### src/rtl/dbra_regs.svh
`ifndef DBRA_REGS_SVH
`define DBRA_REGS_SVH

// register byte offsets on the axi4-lite slave
`define DBRA_OFF_CAPABILITY  8'h00
`define DBRA_OFF_CTRL        8'h04
`define DBRA_OFF_BANK_STATE  8'h08
`define DBRA_OFF_VIOLATION   8'h0c
`define DBRA_OFF_ACT_TOTAL   8'h10

// capability code: unlimited activations, upper nibble reads zero
`define DBRA_CAP_RESET       8'h08
`define DBRA_CAP_CODE_W      4

// control register fields and reset
`define DBRA_CTRL_TNR_EN_BIT 0
`define DBRA_CTRL_THR_LSB    16
`define DBRA_CTRL_RESET      32'h0400_0001

// violation register bit positions
`define DBRA_VIO_ACT_BUSY    0
`define DBRA_VIO_ACC_IDLE    1
`define DBRA_VIO_RRD_S       2
`define DBRA_VIO_RRD_L       3
`define DBRA_VIO_FAW         4
`define DBRA_VIO_W           5

// geometry
`define DBRA_ROW_W           18
`define DBRA_CNT_W           8

// clock and timing (clock period in ps, write data in cycles, other times in ns)
`define DBRA_CLK_PS          5000
`define DBRA_T_RP_NS         15
`define DBRA_T_RAS_NS        35
`define DBRA_T_RTP_NS        8
`define DBRA_T_WR_NS         15
`define DBRA_T_RRD_S_NS      5
`define DBRA_T_RRD_L_NS      8
`define DBRA_T_FAW_NS        30
`define DBRA_WR_DATA_CYC     16
// least times round up to whole cycles
`define DBRA_NS2CYC(ns) ((((ns) * 1000) + `DBRA_CLK_PS - 1) / `DBRA_CLK_PS)

`endif

### src/rtl/dbra_pkg.sv
package dbra_pkg;
   // per-bank row state
   typedef enum logic [1:0] {
      DBRA_IDLE,
      DBRA_ACTIVE,
      DBRA_AP_WAIT,
      DBRA_PRECHARGING
   } dbra_bank_state_t;

   // decoded command on the command pins
   typedef enum logic [2:0] {
      DBRA_CMD_NOP,
      DBRA_CMD_ACT,
      DBRA_CMD_PRE,
      DBRA_CMD_RD,
      DBRA_CMD_WR
   } dbra_cmd_t;

   // bank tracker state
   typedef struct packed {
      dbra_bank_state_t state;
      logic [17:0]      row;
      logic [7:0]       ras_cnt;
      logic [7:0]       lock_cnt;
      logic [7:0]       rp_cnt;
      logic             err_act;
      logic             err_acc;
   } dbra_bank_t;
endpackage : dbra_pkg

### src/rtl/dbra_bank.sv
`timescale 1ns/1ps
`default_nettype none
`include "dbra_regs.svh"

module dbra_bank (
   input  wire logic                      aclk,
   input  wire logic                      aresetn,
   input  wire logic                      act,       // activate this bank
   input  wire logic                      pre,       // precharge this bank
   input  wire logic                      rd,        // read to this bank
   input  wire logic                      wr,        // write to this bank
   input  wire logic                      ap,        // auto precharge with rd/wr
   input  wire logic [`DBRA_ROW_W-1:0]    row_in,    // row on activate
   output var  dbra_pkg::dbra_bank_state_t state,    // current bank state
   output var  logic [`DBRA_ROW_W-1:0]    open_row,  // row held open
   output var  logic                      err_act,   // activate while not idle
   output var  logic                      err_acc    // access while not open
);
   localparam logic [7:0] T_RP  = 8'(`DBRA_NS2CYC(`DBRA_T_RP_NS));
   localparam logic [7:0] T_RAS = 8'(`DBRA_NS2CYC(`DBRA_T_RAS_NS));
   localparam logic [7:0] T_RTP = 8'(`DBRA_NS2CYC(`DBRA_T_RTP_NS));
   // write restore: data burst lands, then write recovery
   localparam logic [7:0] T_WRA = 8'(`DBRA_WR_DATA_CYC + `DBRA_NS2CYC(`DBRA_T_WR_NS));

   dbra_pkg::dbra_bank_t r;       // registered state
   dbra_pkg::dbra_bank_t next_r;  // next state

   // bank state machine
   always_comb begin
      next_r         = r;
      next_r.err_act = 1'b0;
      next_r.err_acc = 1'b0;
      // free-running countdowns stop at zero
      if (r.ras_cnt != 8'h00) next_r.ras_cnt = r.ras_cnt - 8'h01;
      if (r.lock_cnt != 8'h00) next_r.lock_cnt = r.lock_cnt - 8'h01;
      if (r.rp_cnt != 8'h00) next_r.rp_cnt = r.rp_cnt - 8'h01;
      unique case (r.state)
         dbra_pkg::DBRA_IDLE: begin
            if (act) begin
               next_r.state   = dbra_pkg::DBRA_ACTIVE;
               next_r.row     = row_in;
               next_r.ras_cnt = T_RAS;
            end
            // precharge of an idle bank is accepted and changes nothing
            if (rd || wr) next_r.err_acc = 1'b1;
         end
         dbra_pkg::DBRA_ACTIVE: begin
            // row stays open until a precharge names this bank
            if (pre) begin
               next_r.state  = dbra_pkg::DBRA_PRECHARGING;
               next_r.rp_cnt = T_RP;
            end else if ((rd || wr) && ap) begin
               next_r.state    = dbra_pkg::DBRA_AP_WAIT;
               next_r.lock_cnt = wr ? T_WRA : T_RTP;
            end
            if (act) next_r.err_act = 1'b1;
         end
         dbra_pkg::DBRA_AP_WAIT: begin
            // lockout: hold the precharge until restore and tRAS are both done
            if (r.lock_cnt == 8'h00 && r.ras_cnt == 8'h00) begin
               next_r.state  = dbra_pkg::DBRA_PRECHARGING;
               next_r.rp_cnt = T_RP;
            end
            if (act) next_r.err_act = 1'b1;
         end
         dbra_pkg::DBRA_PRECHARGING: begin
            if (pre) begin
               next_r.rp_cnt = T_RP;
            end else if (r.rp_cnt <= 8'h02) begin
               // idle from the edge tRP after the precharge, not one later
               next_r.state = dbra_pkg::DBRA_IDLE;
            end
            if (act) next_r.err_act = 1'b1;
            if (rd || wr) next_r.err_acc = 1'b1;
         end
      endcase
   end

   // one register for all bank state
   always_ff @(posedge aclk) begin
      if (!aresetn) begin
         r       <= '0;
         r.state <= dbra_pkg::DBRA_IDLE;
      end else begin
         r <= next_r;
      end
   end

   assign state    = r.state;
   assign open_row = r.row;
   assign err_act  = r.err_act;
   assign err_acc  = r.err_acc;
endmodule : dbra_bank

`default_nettype wire

### src/rtl/dbra_top.sv
`timescale 1ns/1ps
`default_nettype none
`include "dbra_regs.svh"

// Functional notes
// - background neighbour refresh protects adjacent rows
// - capability page reports code 1000, unlimited
// - low nibble holds code, upper bits ignored
// - activate takes group, bank and row
// - row stays open until bank precharged
// - precharge closes one or all; wait tRP
// - repeated precharge accepted, period restarts
// - address bit 10 on access engages auto precharge
// - lockout delays precharge until restore finishes
// - write auto precharge waits for last stored word
module dbra_top #(
   parameter int BANKS       = 16,  // four groups of four banks
   parameter int ACT_CNT_W   = 16   // per-bank activate counter width
) (
   input  wire logic                   aclk,
   input  wire logic                   aresetn,
   // command pins, sampled on the same clock as the controller drives them
   input  wire logic                   cs_n,
   input  wire logic                   act_n,
   input  wire logic [1:0]             bg,
   input  wire logic [1:0]             ba,
   input  wire logic [17:0]            addr,      // a16..a14 carry ras/cas/we
   // column access toward the array: open row of the addressed bank
   output var  logic                   access_valid,
   output var  logic                   access_write,
   output var  logic [3:0]             access_bank,
   output var  logic [`DBRA_ROW_W-1:0] access_row,
   // targeted refresh of rows next to a heavily activated row
   output var  logic                   targeted_neighbour_refresh_valid,
   output var  logic [3:0]             targeted_neighbour_refresh_bank,
   output var  logic [`DBRA_ROW_W-1:0] targeted_neighbour_refresh_row,
   // axi4-lite slave
   input  wire logic [7:0]             s_axi_awaddr,
   input  wire logic                   s_axi_awvalid,
   output var  logic                   s_axi_awready,
   input  wire logic [31:0]            s_axi_wdata,
   input  wire logic [3:0]             s_axi_wstrb,
   input  wire logic                   s_axi_wvalid,
   output var  logic                   s_axi_wready,
   output var  logic [1:0]             s_axi_bresp,
   output var  logic                   s_axi_bvalid,
   input  wire logic                   s_axi_bready,
   input  wire logic [7:0]             s_axi_araddr,
   input  wire logic                   s_axi_arvalid,
   output var  logic                   s_axi_arready,
   output var  logic [31:0]            s_axi_rdata,
   output var  logic [1:0]             s_axi_rresp,
   output var  logic                   s_axi_rvalid,
   input  wire logic                   s_axi_rready
);
   localparam logic [7:0] T_RRD_S = 8'(`DBRA_NS2CYC(`DBRA_T_RRD_S_NS));
   localparam logic [7:0] T_RRD_L = 8'(`DBRA_NS2CYC(`DBRA_T_RRD_L_NS));
   localparam logic [7:0] T_FAW   = 8'(`DBRA_NS2CYC(`DBRA_T_FAW_NS));
   localparam logic [1:0] RESP_OK  = 2'h0;
   localparam logic [1:0] RESP_ERR = 2'h2;

   // all module state in one record
   typedef struct packed {
      logic                             aw_have;   // write address held
      logic [7:0]                       aw_addr;
      logic                             w_have;    // write data held
      logic [31:0]                      w_data;
      logic [3:0]                       w_strb;
      logic                             awready;
      logic                             wready;
      logic                             bvalid;
      logic [1:0]                       bresp;
      logic                             arready;
      logic                             rvalid;
      logic [31:0]                      rdata;
      logic [1:0]                       rresp;
      logic [31:0]                      ctrl;      // refresh enable and threshold
      logic [`DBRA_VIO_W-1:0]           vio;       // sticky timing violations
      logic [31:0]                      act_total; // activates seen
      logic [7:0]                       rrd_s;     // any-group spacing countdown
      logic [3:0][7:0]                  rrd_l;     // per-group spacing countdown
      logic [3:0][7:0]                  faw;       // last four activate windows
      logic [BANKS-1:0][ACT_CNT_W-1:0]  act_cnt;   // activates since last refresh
      logic                             acc_valid;
      logic                             acc_write;
      logic [3:0]                       acc_bank;
      logic [`DBRA_ROW_W-1:0]           acc_row;
      logic                             tnr_valid;
      logic [3:0]                       tnr_bank;
      logic [`DBRA_ROW_W-1:0]           tnr_row;
   } dbra_top_t;

   dbra_top_t r;       // registered state
   dbra_top_t next_r;  // next state

   // flat bank index from group and bank
   function automatic logic [3:0] bank_idx(input logic [1:0] g, input logic [1:0] b);
      bank_idx = {g, b};
   endfunction : bank_idx

   // write one register word under byte enables
   function automatic logic [31:0] apply_strb(input logic [31:0] old,
                                              input logic [31:0] d,
                                              input logic [3:0]  s);
      logic [31:0] res;
      res = old;
      for (int i = 0; i < 4; i++) begin
         if (s[i]) res[i*8 +: 8] = d[i*8 +: 8];
      end
      apply_strb = res;
   endfunction : apply_strb

   // command decode; ras/cas/we share a16..a14 outside activate
   dbra_pkg::dbra_cmd_t cmd;
   always_comb begin
      cmd = dbra_pkg::DBRA_CMD_NOP;
      if (!cs_n && !act_n) begin
         cmd = dbra_pkg::DBRA_CMD_ACT;
      end else if (!cs_n) begin
         unique case (addr[16:14])
            3'h2:    cmd = dbra_pkg::DBRA_CMD_PRE;
            3'h5:    cmd = dbra_pkg::DBRA_CMD_RD;
            3'h4:    cmd = dbra_pkg::DBRA_CMD_WR;
            default: cmd = dbra_pkg::DBRA_CMD_NOP; // refresh, mode set etc. not handled
         endcase
      end
   end

   logic [3:0] sel;                      // addressed bank
   assign sel = bank_idx(bg, ba);

   // per-bank strobes and tracker outputs
   logic [BANKS-1:0]                    b_act;
   logic [BANKS-1:0]                    b_pre;
   logic [BANKS-1:0]                    b_rd;
   logic [BANKS-1:0]                    b_wr;
   logic [BANKS-1:0]                    b_err_act;
   logic [BANKS-1:0]                    b_err_acc;
   dbra_pkg::dbra_bank_state_t          b_state [BANKS];
   logic [BANKS-1:0][`DBRA_ROW_W-1:0]   b_row;

   for (genvar i = 0; i < BANKS; i++) begin : g_bank
      // a10 high on precharge reaches every bank
      assign b_act[i] = (cmd == dbra_pkg::DBRA_CMD_ACT) && (sel == 4'(i));
      assign b_pre[i] = (cmd == dbra_pkg::DBRA_CMD_PRE) && (addr[10] || sel == 4'(i));
      assign b_rd[i]  = (cmd == dbra_pkg::DBRA_CMD_RD) && (sel == 4'(i));
      assign b_wr[i]  = (cmd == dbra_pkg::DBRA_CMD_WR) && (sel == 4'(i));
      dbra_bank u_bank (
         .aclk     (aclk),
         .aresetn  (aresetn),
         .act      (b_act[i]),
         .pre      (b_pre[i]),
         .rd       (b_rd[i]),
         .wr       (b_wr[i]),
         .ap       (addr[10]),
         .row_in   (addr),
         .state    (b_state[i]),
         .open_row (b_row[i]),
         .err_act  (b_err_act[i]),
         .err_acc  (b_err_acc[i])
      );
   end

   // bank state summary: open rows low half, precharging high half
   logic [31:0] bank_summary;
   always_comb begin
      bank_summary = '0;
      for (int i = 0; i < BANKS; i++) begin
         bank_summary[i]      = (b_state[i] == dbra_pkg::DBRA_ACTIVE) ||
                                (b_state[i] == dbra_pkg::DBRA_AP_WAIT);
         bank_summary[16 + i] = (b_state[i] == dbra_pkg::DBRA_PRECHARGING);
      end
   end

   // main next-state logic: bus slave, spacing monitors, neighbour refresh
   always_comb begin
      logic                   take_aw;
      logic                   take_w;
      logic                   do_wr;
      logic [7:0]             wa;
      logic [`DBRA_VIO_W-1:0] vio_set;
      logic [ACT_CNT_W-1:0]   thr;
      take_aw = s_axi_awvalid && r.awready;
      take_w  = s_axi_wvalid && r.wready;
      do_wr   = 1'b0;
      wa      = '0;
      vio_set = '0;
      thr     = ACT_CNT_W'(r.ctrl[31:`DBRA_CTRL_THR_LSB]);
      next_r  = r;

      // write channels taken in either order, answer once both are in
      if (take_aw) begin
         next_r.aw_have = 1'b1;
         next_r.aw_addr = s_axi_awaddr;
      end
      if (take_w) begin
         next_r.w_have = 1'b1;
         next_r.w_data = s_axi_wdata;
         next_r.w_strb = s_axi_wstrb;
      end
      if (s_axi_bvalid && s_axi_bready) next_r.bvalid = 1'b0;
      if (next_r.aw_have && next_r.w_have && !r.bvalid) begin
         do_wr          = 1'b1;
         wa             = next_r.aw_addr;
         next_r.aw_have = 1'b0;
         next_r.w_have  = 1'b0;
         next_r.bvalid  = 1'b1;
         next_r.bresp   = RESP_OK;
         // capability and bank state are read-only; unmapped answers error
         if (wa != `DBRA_OFF_CTRL && wa != `DBRA_OFF_VIOLATION) next_r.bresp = RESP_ERR;
      end
      // hold off new write beats while one waits for its response
      next_r.awready = !next_r.aw_have && !next_r.bvalid;
      next_r.wready  = !next_r.w_have && !next_r.bvalid;

      // read channel: data one cycle after the address is taken
      if (s_axi_rvalid && s_axi_rready) next_r.rvalid = 1'b0;
      if (s_axi_arvalid && r.arready) begin
         next_r.rvalid = 1'b1;
         next_r.rresp  = RESP_OK;
         unique case (s_axi_araddr)
            `DBRA_OFF_CAPABILITY: next_r.rdata = {24'h0, `DBRA_CAP_RESET};
            `DBRA_OFF_CTRL:       next_r.rdata = r.ctrl;
            `DBRA_OFF_BANK_STATE: next_r.rdata = bank_summary;
            `DBRA_OFF_VIOLATION:  next_r.rdata = 32'(r.vio);
            `DBRA_OFF_ACT_TOTAL:  next_r.rdata = r.act_total;
            default: begin
               next_r.rdata = 32'h0;
               next_r.rresp = RESP_ERR;
            end
         endcase
      end
      next_r.arready = !next_r.rvalid;

      // spacing countdowns
      if (r.rrd_s != 8'h00) next_r.rrd_s = r.rrd_s - 8'h01;
      for (int g = 0; g < 4; g++) begin
         if (r.rrd_l[g] != 8'h00) next_r.rrd_l[g] = r.rrd_l[g] - 8'h01;
         if (r.faw[g] != 8'h00) next_r.faw[g] = r.faw[g] - 8'h01;
      end

      // activate: spacing checks and counters
      next_r.tnr_valid = 1'b0;
      if (cmd == dbra_pkg::DBRA_CMD_ACT) begin
         if (r.rrd_s != 8'h00) vio_set[`DBRA_VIO_RRD_S] = 1'b1;
         if (r.rrd_l[bg] != 8'h00) vio_set[`DBRA_VIO_RRD_L] = 1'b1;
         if (r.faw[3] != 8'h00) vio_set[`DBRA_VIO_FAW] = 1'b1;
         // load one less: an activate exactly T_RRD_S or T_RRD_L later is legal
         next_r.rrd_s     = T_RRD_S - 8'h01;
         next_r.rrd_l[bg] = T_RRD_L - 8'h01;
         next_r.faw       = {r.faw[2:0], T_FAW - 8'h01};
         next_r.act_total = r.act_total + 32'h1;
         // busy counter: neighbours of a hot row get a targeted refresh
         if (r.ctrl[`DBRA_CTRL_TNR_EN_BIT] && r.act_cnt[sel] >= thr - ACT_CNT_W'(1)) begin
            next_r.act_cnt[sel] = '0;
            next_r.tnr_valid    = 1'b1;
            next_r.tnr_bank     = sel;
            next_r.tnr_row      = addr;
         end else begin
            next_r.act_cnt[sel] = r.act_cnt[sel] + ACT_CNT_W'(1);
         end
      end

      // column access presents the row held open in that bank
      next_r.acc_valid = 1'b0;
      if ((cmd == dbra_pkg::DBRA_CMD_RD || cmd == dbra_pkg::DBRA_CMD_WR) &&
          (b_state[sel] == dbra_pkg::DBRA_ACTIVE)) begin
         next_r.acc_valid = 1'b1;
         next_r.acc_write = (cmd == dbra_pkg::DBRA_CMD_WR);
         next_r.acc_bank  = sel;
         next_r.acc_row   = b_row[sel];
      end

      if (|b_err_act) vio_set[`DBRA_VIO_ACT_BUSY] = 1'b1;
      if (|b_err_acc) vio_set[`DBRA_VIO_ACC_IDLE] = 1'b1;

      // register writes; a new violation wins over its clear
      if (do_wr && wa == `DBRA_OFF_CTRL) begin
         next_r.ctrl = apply_strb(r.ctrl, next_r.w_data, next_r.w_strb);
      end
      if (do_wr && wa == `DBRA_OFF_VIOLATION && next_r.w_strb[0]) begin
         next_r.vio = r.vio & ~next_r.w_data[`DBRA_VIO_W-1:0];
      end
      next_r.vio = next_r.vio | vio_set;
   end

   // single state register
   always_ff @(posedge aclk) begin
      if (!aresetn) begin
         r      <= '0;
         r.ctrl <= `DBRA_CTRL_RESET;
      end else begin
         r <= next_r;
      end
   end

   // every output straight from the state register
   assign s_axi_awready                    = r.awready;
   assign s_axi_wready                     = r.wready;
   assign s_axi_bvalid                     = r.bvalid;
   assign s_axi_bresp                      = r.bresp;
   assign s_axi_arready                    = r.arready;
   assign s_axi_rvalid                     = r.rvalid;
   assign s_axi_rdata                      = r.rdata;
   assign s_axi_rresp                      = r.rresp;
   assign access_valid                     = r.acc_valid;
   assign access_write                     = r.acc_write;
   assign access_bank                      = r.acc_bank;
   assign access_row                       = r.acc_row;
   assign targeted_neighbour_refresh_valid = r.tnr_valid;
   assign targeted_neighbour_refresh_bank  = r.tnr_bank;
   assign targeted_neighbour_refresh_row   = r.tnr_row;
endmodule : dbra_top

`default_nettype wire

### config.mk
export PLATFORM = sky130hd
export DESIGN_NAME = dbra_top
export DESIGN_NICKNAME = d
export VERILOG_FILES = /design/src/rtl/dbra_pkg.sv /design/src/rtl/dbra_bank.sv /design/src/rtl/dbra_top.sv
export VERILOG_INCLUDE_DIRS = /design/src /design/src/rtl
export SDC_FILE = /design/constraint.sdc
export NUM_CORES = 2
export LEC_CHECK = 0
export BUFFER_PORTS_ARGS = -buffer_cell sky130_fd_sc_hd__buf_2
export CAP_MARGIN = 20
export CORE_ASPECT_RATIO = 1.5
export CORE_MARGIN = 1.5
export CORE_UTILIZATION = 60
export DETAILED_ROUTE_END_ITERATION = 10
export HOLD_SLACK_MARGIN = 0.02
export PLACE_DENSITY = 0.77
export SLEW_MARGIN = 20
export SYNTH_ARGS = -nofsm -noshare
export SYNTH_HDL_FRONTEND = slang
export SYNTH_HIERARCHICAL = 1
export SYNTH_SLANG_ARGS = --single-unit
### constraint.sdc
create_clock -name aclk -period 9.8 [get_ports aclk]
set_input_delay 1.47 -clock aclk [delete_from_list [all_inputs] [get_ports aclk]]
set_output_delay 1.47 -clock aclk [all_outputs]
set_load 0.02 [all_outputs]
# After elaboration in Yosys (flattened, before gate mapping)
# Index checks and enable logic that the tools add are counted.
totals:
  output_inout_bits: 88
  inputBits: 83
  ff_bits: 1267
  wordCells: 1156
op_classes:
  muxes: 369
  eq_ne: 159
  n_addsub: 60
  n_lt_le_gt_ge: 22
  n_reduce_logical: 372
  n_bitwise: 10
ops:
  columns: ["operator", "count"]
  rows:
  - ["$mux W8", 155]
  - ["$reduce_bool A8 Y1", 58]
  - ["$sub A8 B1 Y8 const B", 57]
  - ["$mux W28", 16]
  - ["$mux W320", 1]
  - ["$pmux W9 S2", 16]
  - ["$logic_not A8 Y1", 33]
  - ["$and A256 B256 Y256", 1]
  - ["$bwmux W256", 1]
  - ["$mux W256", 1]
  - ["$not A256 Y256", 1]
  - ["$mux W2", 84]
  - ["$pmux W32 S5", 1]
  - ["$le A8 B2 Y1 const B", 16]
  - ["$pmux W2 S4", 16]
  - ["$logic_and A1 B1 Y1", 114]
  - ["$ne A2 B1 Y1 const B", 48]
  - ["$mux W5", 17]
  - ["$reduce_and A5 Y1", 16]
  - ["$reduce_and A2 Y1", 38]
  - ["$bmux W18 S4", 1]
  - ["$reduce_or A2 Y1", 33]
  - ["$bmux W16 S4", 1]
  - ["$demux W16 S4", 1]
  - ["53 further kinds", 266]

# Depth between registers and ports, before layout
logic_depth:
  ltp_word: 11
  mapped_depth: 19
  mapped_depth_nobuf: 15

# Hierarchy
# Netlist, hierarchy kept.
by_module_without_submodules:
  columns: ["module", "cells_per_inst", "instances", "area_per_inst_um2"]
  rows:
  - ["dbra_bank", 266, 16, 2296.0]
  - ["dbra_top", 2966, 1, 27752.9]

# Worst setup path after synthesis
# No wires, ideal clock.
synth_path:
  path_type: "input-to-reg"
  from: "in ba[0]"
  to: "reg (tool-made name)"
  t_arrival_ps: 5219
  path_buffers: 7
  path_stages: 18
  slack_ps: 4464
  setup_ps: 117
  cell_sequence: "buf_6 buf_12 mux4_2 nand2_1 and4_1 buf_6 clkinv_4 clkbuf_1 ha_1 and4_1 nand4_1 o31ai_1 o221a_2 buf_2 clkbuf_1 buf_1 nor2_1 a32o_1"
synth_rtl:
  columns: ["element", "line_no", "source"]
  rows:
  - ["from (decl)", "dbra_top.sv:26", "input wire logic [1:0] ba,"]

==> impl.org <==
** Power
- Of the total power, the share spent switching nets is 0.3420.
- Maximum ir drop on the vdd rail :: 0.1553 mV
- In this run the static leakage power is 24.74 nW.
- Of the total power, registers draw 0.405.
- The internal portion of the total power is 0.01133 W.
- Clock power share :: 0.277
- Power spread over the standard cell area amounts to 257.0 nW/µm².
- Net switching power :: 0.005890 W
- Of the total power, combinational logic draws 0.318.

** Floorplan
- In this run the horizontal extent of the chip is 270.7 µm.
- 171 I/O pins were placed.
- Total number of placement rows :: 147
- Effective utilization at floorplan :: 0.6035
- The die covers 109500 µm².
- Measured along the y axis, the die boundary spans 404.5 µm.
- Core Area :: 106900 µm²

** STA
- Slew at the pin with the worst max-slew slack :: 1.236 ns
- The worst path in the final design needs a cycle of 6.812 ns, including I/O delays and setup.
- Measured against its own limit, the worst slew margin works out to 0.1754.
- Final count of pins violating max slew :: 0
- In the finished design, the share of the clock period the worst path needs comes to 0.6951.
- Highest clock frequency the design can meet :: 0.1468 GHz
- The number of endpoints with negative hold slack in the final report came to 0.
- RSZ-0062 raised after global routing :: no
- Final setup TNS :: 0 ns
- On the final layout, the worst clock skew is 0.03252 ns.
- Final number of setup-violating endpoints :: 0

** Setup path
- For the worst flop-to-flop path, the logic depth is 16.
- Data on the critical path is required at its endpoint by 10.40 ns.
- STA classifies the critical path startpoint as an input port.
- Data on the critical path arrives at its endpoint at 7.41 ns.
- On the critical path, the stage with the largest delay is an instance of nor2b_1.
- By instance count, the cell type seen most on the critical path is buf_4.
- STA classifies the critical path endpoint as a flop.
- Walking the worst path, the cells encountered are buf_2, buf_4, nor2b_1, buf_4, nand2_1, and4_1, clkinv_4, ha_1, and4_1, nand4_1, o31ai_1, o221a_4, buf_4, nor2_1, nand2_1, a21oi_1.
- The largest single stage delay on the critical path is 0.85 ns.
- Kind of critical path :: in2reg
- Worst-path fanout max :: 80

** Cells and area
- Of the cells placed in the final design, the portion with a size suffix greater than 1 is 0.1034.
- Once layout is done, the placed cells without fillers occupy 66990 µm².
- Nets :: 7134
- From synthesis to final layout, the design area changed by 3.882%.

** Yosys
- The Yosys step of the flow raised 6 warnings.
- In this run the cell area of the synthesized design comes to 64490 µm².
- Share of flip-flops with an asynchronous set or reset :: 0
- For this run, the register share of the synthesized area comes to 0.3927.
- In this run, distinct cell masters in the synthesized netlist total 96.
- A synthesized cell averages 8.929 µm².
- Number of flops mapped to enable cells by yosys :: 0
- Most common flop cell mapped by yosys :: dfxtp_1
- Number of flip-flops and latches in the synthesized netlist :: 1265
- Number of standard cells after synthesis :: 7222

** Clock tree
- The root buffer cell chosen for the clock tree is clkbuf_16.
- TritonCTS built the clock tree.
- The clock passes through at most 3 buffers.
- Number of gates resized after cts :: 0
- Clock-pin slew on the worst setup and hold paths :: 0.07 ns
- Once the clock tree was built, the setup fixing pass inserted 0 buffers.
- For the worst-skew pair, the clock arrives at the later sink with an insertion delay of 0.75 ns.
- Number of H-tree branching levels :: 3
- Clock tree synthesis found a total of 1265 sinks.
- For this design, the CTS-stage hold fixing added 0 buffers.
- Counting the buffers created by CTS gives 115.

** Global route
- Entering global routing, the biggest net connects 121 pins.
- The number of global-route vias before repair is 48560.
- After global routing the overflow that remains totals 0.
- Total global routing track utilization :: 0.3000
- The first global-routing pass estimated 262000 µm of wire.
- Number of antenna violations at the first check in global routing :: 2

** Drt
- The detail route stage leaves a number of antenna-violating nets equal to 0.
- Router iterations before antenna repair :: 9
- In the routed layout, each cell is associated on average with a via count of 6.015.
- After detailed routing, the number of remaining DRC violations is 0.
- The first routing iteration left 4450 violations.
- The final route contains 50040 vias.
- Total length of routed wires :: 168000 µm
- After detailed routing, the average wire length per cell comes to 20.19 µm.

** Worst hold path
- Worst hold-check path type :: reg2reg
- Hold Crit Depth :: 1

** Placement
- In this run the cell area measured after placement is 62950 µm².
- Half-perimeter wire length of the detailed placement result :: 114200 µm
- Number of port buffers :: 168
- The congestion estimate from routability-driven global placement came to 0.9306.

** Flow run
- The tool flagged a number of max-cap violations equal to 0.

** Outcome
- Result of the run :: completed
-- logic make-up after synthesis --
| kind of cell | count (synthesis) | share of synthesized area |
|---|---|---|
| AOI/OAI and AO/OA | 1216 | 0.1363 |
| xor gates and xnor gates | 430 | 0.05852 |
| adders and majority gates | 242 | 0.04695 |
| buffers and inverters | 991 | 0.08609 |
| DFF | 1265 | 0.3927 |
| muxes | 254 | 0.07051 |
| other | 1 | 0.00005815 |
| and+or+nand+nor | 2823 | 0.2089 |
-- cells in the final DEF, fill, tap and decap left out, types with 153 or more instances in the layout --
cell type and n:
nand3_1 198, nor2_1 790, dfxtp_1 1265, nor3_1 153, xnor2_1 263, a21oi_1 219, xor2_1 166, ha_1 242
nand2_1 1174, o21ai_0 162, inv_1 219, a21boi_0 350, buf_2 165
-- critical path, delay by kind of cell --
family	cells	cell delay, ns
fa+ha+maj	1	0.18
simple gates	7	2.33
compound gates	3	1.05
buf+inv	5	2.26
-- power groups by stage --
stage / logic, W / registers (W) / clock network, W
floorplan: 0.00459 / 0.00688 / 0
global placement: 0.00523 / 0.00702 / 0
detailed placement: 0.00543 / 0.00707 / 0
CTS: 0.00549 / 0.00696 / 0.00483
global route: 0.00619 / 0.00709 / 0.00503
finish: 0.00547 / 0.00697 / 0.00478
-- cell usage after synthesis, drive strengths merged, types with 6 or more instances --
cell,count,share of area
dfxtp,1265,0.39
nand2,1189,0.070
nor2,795,0.047
buf,477,0.056
a21boi,350,0.041
clkbuf,278,0.016
xnor2,264,0.036
ha,242,0.047
nand3,231,0.021
inv,224,0.013
a21oi,219,0.017
o21ai,200,0.016
xor2,166,0.023
mux4,156,0.055
nor3,154,0.012
nor4,108,0.019
mux2i,98,0.015
nor3b,84,0.0098
a211oi,74,0.0086
o21a,67,0.0078
a32o,48,0.0075
or3,46,0.0045
and2,45,0.0044
nor4b,42,0.0072
a22oi,38,0.0047
a31oi,35,0.0036
a2bb2oi,32,0.0043
a222oi,27,0.0042
nand4,27,0.0032
nor2b,25,0.0024
or4,23,0.0027
a311o,21,0.0033
o211ai,21,0.0027
o311ai,20,0.0071
nand2b,18,0.0017
a211o,16,0.0022
o2111ai,16,0.0022
and4,15,0.0021
clkinv,12,0.00097
and3,8,0.00078
a221oi,6,0.00081
o32ai,6,0.00081
-- metrics by stage --
step / power [W] / hold WS [ns] / instances / setup slack, ns / utilization
2_1_floorplan: 0.01147 / 0.4004 / 7223 / 4.464 / -
3_3_place_gp: 0.01225 / 0.4065 / 8104 / 2.439 / 0.5888
3_5_place_dp: 0.01249 / 0.4190 / 8106 / 2.328 / 0.5891
4_1_cts: 0.01729 / 0.4256 / 8317 / 3.128 / 0.6265
5_1_grt: 0.01831 / 0.4329 / 8318 / 2.746 / 0.6269
6_report: 0.01722 / 0.4263 / 8319 / 2.988 / 0.6269
-- layer usage --
layer,global-route usage,share of wire,vias up
met5,0,0.00014,-
met4,0.2021,0.071,4
met3,0.04202,0.070,533
met2,0.5222,0.49,1895
met1,0.3413,0.37,23990
li1,-,-,23620
-- layout make-up --
| cell class | instances | area (µm²) |
|---|---|---|
| multi-input cells | 4967 | 33660 |
| fillers | 8810 | 39870 |
| repair buffers | 224 | 1320 |
| well taps | 1415 | 1770 |
| flip-flops and latches | 1265 | 25320 |
| clock inverters | 41 | 584.3 |
| diodes | 1 | 2.502 |
| clock buffers | 170 | 3418 |
| inverters | 236 | 910.9 |
-- path summary, 6_finish.rpt --
kind,slack [ns],start,to
setup reg to reg,4.38,r[430],flop
setup / recovery,2.99,bg[1],flop
hold reg to reg,0.43,r[521],s_axi_wready
hold / removal,0.43,r[521],s_axi_wready
Power figures use the tool's default switching activity.
